--- src/bsr_defs.svh ---
/*
  constants for the boot strap and reset control block.
  assumes a 20 MHz clock; included by the package and the design.
*/
`ifndef BSR_DEFS_SVH
`define BSR_DEFS_SVH
`define BSR_CLK_HZ          20000000
`define BSR_POR_HOLD_US     100
`define BSR_POR_HOLD_CYC    ((`BSR_POR_HOLD_US * (`BSR_CLK_HZ / 1000000)))
`define BSR_CNT_W           12
`define BSR_MODE_FUSE       2'h0
`define BSR_MODE_SERIAL     2'h1
`define BSR_MODE_INTERNAL   2'h2
`define BSR_MODE_RESERVED   2'h3
`define BSR_CFG_RESET       16'h0000
`endif

--- src/bsr_pkg.sv ---
/*
  types for the boot strap and reset control block.
  assumes bsr_defs.svh is on the include path.
*/
`include "bsr_defs.svh"
package bsr_pkg;
  typedef enum logic [1:0] {
    BSR_BOOT_FUSE     = 2'b00,
    BSR_BOOT_SERIAL   = 2'b01,
    BSR_BOOT_INTERNAL = 2'b10,
    BSR_BOOT_RESERVED = 2'b11
  } bsr_boot_mode_t;

  typedef struct packed {
    bsr_boot_mode_t mode;
    logic           override_en;
    logic [15:0]    override_cfg;
    logic           reserved_code;
  } bsr_boot_cfg_t;
endpackage

--- src/bsr_boot_strap_reset_control.sv ---
/*
  boot strap latch and reset sequencer: syncs reset requests, drives the
  open-drain power-on reset, latches boot straps and override pins.
  assumes straps and reset pins are asynchronous to clk; clk is free-running.
*/
// Functional notes
// - straps 00 fuse boot, 01 serial downloader, 10 internal boot, 11 reserved
// - override pins only alter boot configuration when straps read 10
// - internal boot latches eight rx and eight tx pins into 16-bit word
// - power-on reset is active-low open-drain, holds processor, visible to baseboard
// - low power-cycle request restarts the power sequence; undriven reads inactive
// - system reset held while system reset input is low; button recommended
// - undriven strap and override pins read zero through weak pull-downs
`include "bsr_defs.svh"
`timescale 1ns/10ps
`default_nettype none
module bsr_boot_strap_reset_control #(
  parameter int unsigned POR_HOLD_CYC = `BSR_POR_HOLD_CYC
) (
  input  wire logic                   clk,
  input  wire logic                   rst_b,
  input  wire logic                   boot_select_bit0,
  input  wire logic                   boot_select_bit1,
  input  wire logic [7:0]             audio_port_rx_override_pins,
  input  wire logic [7:0]             audio_port_tx_override_pins,
  input  wire logic                   power_cycle_request_n,
  input  wire logic                   system_reset_in_n,
  input  wire logic                   por_pin_in,
  output logic                        por_out,
  output logic                        por_oe,
  output logic                        processor_reset_n,
  output bsr_pkg::bsr_boot_cfg_t      boot_cfg,
  output logic                        boot_cfg_valid
);
  import bsr_pkg::*;

  // ------------------------------------------------------------
  // input synchronisers
  // ------------------------------------------------------------
  // pin pull resistors are board-level; here undriven pins arrive as
  // the resolved wire level: high for reset requests, low for straps
  localparam int NSYNC = 21;
  logic [NSYNC-1:0] sync1_reg;
  logic [NSYNC-1:0] sync2_reg;
  wire  [NSYNC-1:0] raw_in = {por_pin_in, system_reset_in_n, power_cycle_request_n,
                              audio_port_tx_override_pins, audio_port_rx_override_pins,
                              boot_select_bit1, boot_select_bit0};

  // each sync stage resets to the idle level of its pin, so no false request
  // or strap change is seen in the first cycles after reset
  localparam logic [NSYNC-1:0] SYNC_RST = {3'h7, 18'h00000};

  // two stages per pin; only the second stage is read, so a metastable
  // first stage never reaches the sequencer or the strap latch
  generate
    for (genvar i = 0; i < NSYNC; i++) begin : g_sync
      always_ff @(posedge clk or negedge rst_b) begin
        if (!rst_b) begin
          sync1_reg[i] <= SYNC_RST[i];
          sync2_reg[i] <= SYNC_RST[i];
        end else begin
          sync1_reg[i] <= raw_in[i];
          sync2_reg[i] <= sync1_reg[i];
        end
      end
    end
  endgenerate

  logic [1:0]  strap_s;
  logic [15:0] ovr_s;
  logic        pwr_req_n_s;
  logic        sys_rst_n_s;
  logic        por_pin_s;
  assign strap_s     = sync2_reg[1:0];
  assign ovr_s       = {sync2_reg[17:10], sync2_reg[9:2]};
  assign pwr_req_n_s = sync2_reg[18];
  assign sys_rst_n_s = sync2_reg[19];
  assign por_pin_s   = sync2_reg[20];

  // ------------------------------------------------------------
  // power-on reset sequencer
  // ------------------------------------------------------------
  typedef enum logic [1:0] {
    ST_HOLD    = 2'b00,
    ST_RUN     = 2'b01,
    ST_SYSRST  = 2'b10
  } bsr_seq_state_t;

  bsr_seq_state_t   state_reg;
  logic [31:0]      hold_cnt_reg;
  logic             hold_done;
  assign hold_done = (hold_cnt_reg >= POR_HOLD_CYC - 1);

  // state: hold -> run after a full count, run -> hold on a power-cycle
  // request, run -> system reset while the reset input is low
  always_ff @(posedge clk or negedge rst_b) begin
    if (!rst_b) begin
      state_reg <= ST_HOLD;
    end else begin
      unique case (state_reg)
        ST_HOLD: begin
          // a request held low keeps the count at zero, so no release here
          if (pwr_req_n_s && hold_done) begin
            state_reg <= ST_RUN;
          end
        end
        ST_RUN: begin
          if (!pwr_req_n_s) begin
            state_reg <= ST_HOLD;
          end else if (!sys_rst_n_s) begin
            state_reg <= ST_SYSRST;
          end
        end
        ST_SYSRST: begin
          // stays in reset for as long as the input is held low
          if (!pwr_req_n_s) begin
            state_reg <= ST_HOLD;
          end else if (sys_rst_n_s) begin
            state_reg <= ST_HOLD;
          end
        end
        default: begin
          state_reg <= ST_HOLD;
        end
      endcase
    end
  end

  // hold counter: counts only in hold, restarts while a power-cycle
  // request stays low, so the hold time is measured from its release
  always_ff @(posedge clk or negedge rst_b) begin
    if (!rst_b) begin
      hold_cnt_reg <= 32'h00000000;
    end else if (state_reg != ST_HOLD) begin
      hold_cnt_reg <= 32'h00000000;
    end else if (!pwr_req_n_s) begin
      hold_cnt_reg <= 32'h00000000;
    end else if (hold_done) begin
      hold_cnt_reg <= 32'h00000000;
    end else begin
      hold_cnt_reg <= hold_cnt_reg + 32'h00000001;
    end
  end

  // ------------------------------------------------------------
  // power-on reset wire
  // ------------------------------------------------------------
  // open-drain: only ever drive low, release by tri-stating
  // the level stays low in every state; only the enable moves, so the
  // board pull-up alone decides the released level
  always_ff @(posedge clk or negedge rst_b) begin
    if (!rst_b) begin
      por_out <= 1'b0;
      por_oe  <= 1'b1;
    end else begin
      por_out <= 1'b0;
      por_oe  <= (state_reg != ST_RUN);
    end
  end

  // ------------------------------------------------------------
  // processor reset
  // ------------------------------------------------------------
  // processor follows the wire, so a baseboard holding the line low also holds it
  // limitation: the sensed wire lags por_oe by the two sync stages, which
  // only delays the release and never shortens the hold
  always_ff @(posedge clk or negedge rst_b) begin
    if (!rst_b) begin
      processor_reset_n <= 1'b0;
    end else begin
      processor_reset_n <= (state_reg == ST_RUN) && por_oe == 1'b0 && por_pin_s;
    end
  end

  // ------------------------------------------------------------
  // boot strap latch
  // ------------------------------------------------------------
  logic release_edge;
  assign release_edge = (state_reg == ST_HOLD) && hold_done && pwr_req_n_s;

  // the word loads only on the release edge; straps moving later are ignored
  always_ff @(posedge clk or negedge rst_b) begin
    if (!rst_b) begin
      boot_cfg <= '{mode: BSR_BOOT_FUSE, override_en: 1'b0,
                    override_cfg: `BSR_CFG_RESET, reserved_code: 1'b0};
    end else if (release_edge) begin
      // a sample taken at the release edge stays frozen until the next release edge
      boot_cfg.mode          <= bsr_boot_mode_t'(strap_s);
      boot_cfg.reserved_code <= (strap_s == `BSR_MODE_RESERVED);
      boot_cfg.override_en   <= (strap_s == `BSR_MODE_INTERNAL);
      // override pins are masked outside internal boot, so stray levels never leak
      boot_cfg.override_cfg  <= (strap_s == `BSR_MODE_INTERNAL) ? ovr_s : `BSR_CFG_RESET;
    end
  end

  // valid falls one cycle after hold is entered and stays low until release, so no half-loaded word is trusted;
  // it rises on the same edge as the load
  always_ff @(posedge clk or negedge rst_b) begin
    if (!rst_b) begin
      boot_cfg_valid <= 1'b0;
    end else if (state_reg == ST_HOLD) begin
      boot_cfg_valid <= release_edge;
    end else begin
      boot_cfg_valid <= 1'b1;
    end
  end
endmodule
`default_nettype wire

--- config.mk ---
export PLATFORM = sky130hd
export DESIGN_NAME = bsr_boot_strap_reset_control
export DESIGN_NICKNAME = d
export VERILOG_FILES = /design/src/bsr_pkg.sv /design/src/bsr_boot_strap_reset_control.sv
export VERILOG_INCLUDE_DIRS = /design/src
export SDC_FILE = /design/constraint.sdc
export NUM_CORES = 1
export LEC_CHECK = 0
export BUFFER_PORTS_ARGS = -buffer_cell sky130_fd_sc_hd__buf_4
export CAP_MARGIN = 10
export CORE_MARGIN = 2
export CORE_UTILIZATION = 55
export DETAILED_ROUTE_END_ITERATION = 6
export PLACE_DENSITY_LB_ADDON = 0.12
export SLEW_MARGIN = 20
export SYNTH_ARGS = -nofsm -noshare
export SYNTH_HDL_FRONTEND = slang
export SYNTH_SLANG_ARGS = --single-unit
--- constraint.sdc ---
create_clock -name clk -period 1.9 [get_ports clk]
set_input_delay 0.19 -clock clk [delete_from_list [all_inputs] [get_ports clk]]
set_output_delay 0.19 -clock clk [all_outputs]
set_load 0.01 [all_outputs]
======== After elaboration in Yosys (flattened, before gate mapping) ========
Cells that the tools add are included.
word-level totals
  flip-flop bits (word level) ............. 99
  input port bits ......................... 23
operators by class
  add/subtract/negate cells ............... 1
  $lt $le $gt $ge ......................... 1
  eq/ne operators ......................... 8
  muxes and demuxes ....................... 11
  bitwise gates (word level) .............. 1
  reductions and logical operators ........ 8
operators with widths
  kind                                                                                    number
  32-bit 2-to-1 mux                                                                       3
  32-bit by 1-bit adder with 32-bit output (second input constant)                        1
  32-bit by 11-bit greater-or-equal comparator with 1-bit output (second input constant)  1
  16-bit 2-to-1 mux                                                                       1
  2-bit 2-to-1 mux                                                                        5
  2-bit equality test (second input constant)                                             3
  3-bit inequality test (second input constant)                                           2
  2-bit one-hot mux with 3 select lines                                                   1
  1-bit logical AND                                                                       5
  3-bit AND reduction                                                                     1
  2-bit by 1-bit equality test with 1-bit output (second input constant)                  1
  2-bit zero test                                                                         1
  2-bit by 1-bit inequality test with 1-bit output (second input constant)                1
  2-bit inequality test (second input constant)                                           1
  2-bit nonzero test                                                                      1
  1-bit 2-to-1 mux                                                                        1
  1-bit NOT                                                                               1

======== Logic depth before layout (Yosys ltp) ========
  word-level depth ........................ 4
  gate-level depth with buffers ........... 6
  mapped depth without buffers ............ 5

======== Worst setup path after synthesis ========
No wires, ideal clock.
  path type ............................... flip-flop to flip-flop
  from .................................... reg hold_cnt_reg[0]
  to ...................................... reg boot_cfg[17] in the netlist's numbering
  library setup time ...................... 0.125 ns
  data arrival time ....................... 1.646 ns
  path slack .............................. 0.129 ns
  cell stages (with the launch flop) ...... 7
  buffers on the path ..................... 1
  period minus slack after synthesis ...... 1.771 ns
  path through ............................ dfrtp_1 ha_1 a311o_1 nand4_1 a31oi_1 buf_6 mux2_4
on the way
  word-level cells in the longest chain between the ends .. 3
RTL lines
  item                                                            line                                 RTL
  from (decl)                                                     bsr_boot_strap_reset_control.sv:90   logic [31:0] hold_cnt_reg;
  from (signal assigned)                                          bsr_boot_strap_reset_control.sv:141  hold_cnt_reg <= hold_cnt_reg + 32'h00000001;
  32-bit by 11-bit greater-or-equal comparator with 1-bit output  bsr_boot_strap_reset_control.sv:92   assign hold_done = (hold_cnt_reg >= POR_HOLD_CYC - 1);
  1-bit logical AND (2 in a row)                                  bsr_boot_strap_reset_control.sv:179  assign release_edge = (state_reg == ST_HOLD) && hold_done && pwr_req_n_s;
  to (signal assigned)                                            bsr_boot_strap_reset_control.sv:184  boot_cfg <= '{mode: BSR_BOOT_FUSE, override_en: 1'b0,
  to (decl)                                                       bsr_boot_strap_reset_control.sv:32   output bsr_pkg::bsr_boot_cfg_t boot_cfg,
Every way passes these cells.
A chain may end at the register's enable or synchronous reset.

======== Worst setup path after layout ========
  from .................................... reg hold_cnt_reg[0]
  to ...................................... reg boot_cfg[19] in the netlist's numbering
The elaborated chain is that of the path after synthesis.

==> impl_metrics.yaml <==
timing:
  finalCritPeriodShare_pct: 97.18
  setup_ws_ns: 0.05363
  setup_viol: 0
  fin_skew_ns: 0.005284
  hold_viol: 0
  min_period_ns: 1.846
  drv_slew: 0
  tns_ns: 0
  max_freq_mhz: 541.6
placed_design:
  placed_cell_area_um2: 3785
  place_hpwl_mm: 3.170
  gp_congestion: 0.7246
  place_inst: 358
  portBuffers: 45
  dp_slack_ns: -0.008991
power_and_ir_drop:
  p_leak_nw: 1.991
  power_density_nw_per_um2: 921.3
  total_power_w: 0.003917
  ir_worst_vdd_v: 0.0007400
floorplanning:
  die_h_um: 80.67
  rows: 27
  coreArea_um2: 5608
  pin_count: 47
  initial_utilization_pct: 57.65
  die_area_um2: 6508
  die_x_um: 80.67
logic_synthesis:
  syn_area_per_cell_um2: 14.76
  netlist_area_um2: 3233
  async_reset_ff_share_pct: 100.0
  yosysTopAreaCell: "dfrtp_1"
  ys.flop_type: "dfrtp_1"
  synth_edf_count: 0
  ys_types: 31
  synth_top_area_share_pct: 71.21
  synthesis.instances: 219
  yosysSeqAreaShare_pct: 76.90
  ys_warn_count: 0
  ys_top_cells_by_area: "dfrtp_1, dfstp_2, mux2i_1"
  ys_seq_elements: 99
clock_network:
  cts_root_buf: "clkbuf_8"
  numClockSinks: 99
  cts_tree: "done"
  ctsLongestPathBuffers: 2
  htreeDepth: 3
  worstSkewPairLatency_ns: 0.35
  numCtsBuffers: 9
  clk_pin_slew_worst_paths_ns: 0.08
global_route:
  grt_max_degree: 41
  track_usage_pct: 17.82
  grt_antenna_before_repair: 0
  grt_pass1_wl_mm: 8.321
  first_global_vias: 1847
  gr-total-overflow: 0
setup_path:
  r2r_start: "hold_cnt_reg[0]"
  path_class: "reg -> reg"
  r2r_slack_ns: 0.05
  worstPathMaxFanout: 6
  crit_arrival_ns: 2.09
  setup.worst_path.end_class: "register"
  cp.required_ns: 2.14
  worst_setup_path_start_kind: "register"
  crit_start: "hold_cnt_reg[0]"
finish:
  area_growth_pct: 31.50
  nFillCells: 371
  layout_common_cells: "dfrtp_1, buf_4, nand2_1"
  final_cells: 400
  antenna_cells: 0
  final_area_um2: 4252
  fin_nets: 347
  final_common_cell: "dfrtp_1"
  layout-drive-gt1-share_pct: 25.61
  largest_reg_flops: 32
drt:
  wirelength_mm: 4.977
  drtIter0Drc: 127
  drtPass1Iterations: 4
  post_drt_wl_per_cell_um: 12.44
  route.vias.total: 1828
  vias_per_cell: 4.570
  antenna_left: 0
  drcViolationCount: 0
hold_path:
  hold_path.class: "in -> async"
job:
  cap_viol_max_count: 0
outcome:
  outcome: "complete, no violations"
==> synth_stat cells (all sizes together), types with 2 or more instances <==
master  instances
and4            2
buf             3
clkbuf          3
dfrtp          92
dfstp           7
inv            19
mux2            3
mux2i          17
nand2          23
nand3           3
nand4           4
nor2           13
nor3            3
nor3b           2
nor4            4
xnor2           5
xor2            5
==> final timing paths <==
path	depth (start not counted)	to
hold / removal	2	boot_cfg[18]
max in group asynchronous	3	hold_cnt_reg[26]
setup / recovery	6	boot_cfg[19]
min in group clk	0	ovr_s[7]
hold reg to reg	0	ovr_s[7]
setup reg to reg	6	boot_cfg[19]
==> logic make-up (layout without fill, tap and decap cells) <==
family,after synthesis,after routing,synth area share [%]
xor gates and xnor gates,10,10,2.709
AOI/OAI and AO/OA,4,4,1.122
adders and majority gates,1,1,0.3869
buffers and inverters,25,113,3.289
DFF,99,99,76.90
muxes,20,20,6.656
and+or+nand+nor,59,59,8.824
other,1,22,0.1160
==> cell type report <==
type                       count  area, um2  share of cell area, %
sequential                    99       2486                  58.48
inverter                      19      71.32                  1.677
tap                           72      90.09                  2.119
timing repair buffer          78      665.6                  15.66
multi-input combinational    116      747.0                  17.57
clock buffer                  15      186.4                  4.385
clock inverter                 1      5.005                 0.1177
==> report_power, final <==
group          total [W]  internal (W)  switching, W
combinational   0.000371      0.000204      0.000167
sequential       0.00229       0.00224     0.0000562
clock            0.00125      0.000619      0.000634
==> per-stage QoR <==
stage                     hold WS [ns]  util, %
final                           0.3232    75.81
after global routing            0.3575    75.81
after CTS                       0.3149    74.97
after detailed placement        0.1580    67.49
after global placement          0.1547    67.49
after floorplan                -0.1056        -
==> per-layer routing <==
metal	global-route usage, %	wire length (um)	vias up
met5	0	0	-
met4	9.661	99	0
met3	4.494	243	8
met2	27.67	2406	37
met1	23.17	2228	894
li1	-	-	889
==> worst max-delay path, stage by stage, from the launching register on <==
cell,delay [ns]
dfrtp_1,0.41
ha_2,0.19
a311o_1,0.34
nand4_1,0.20
a31oi_4,0.14
buf_12,0.16
mux2_4,0.29
==> timing repair <==
action / CTS / global route
pin swaps: 1 / 2
hold buffers: 22 / 0
gates resized for setup: 0 / 3
setup buffers: 1 / 3
hold endpoints to repair: 46 / 0
setup endpoints to repair: 10 / 18
No activity file was read; power rests on OpenSTA's default activity.
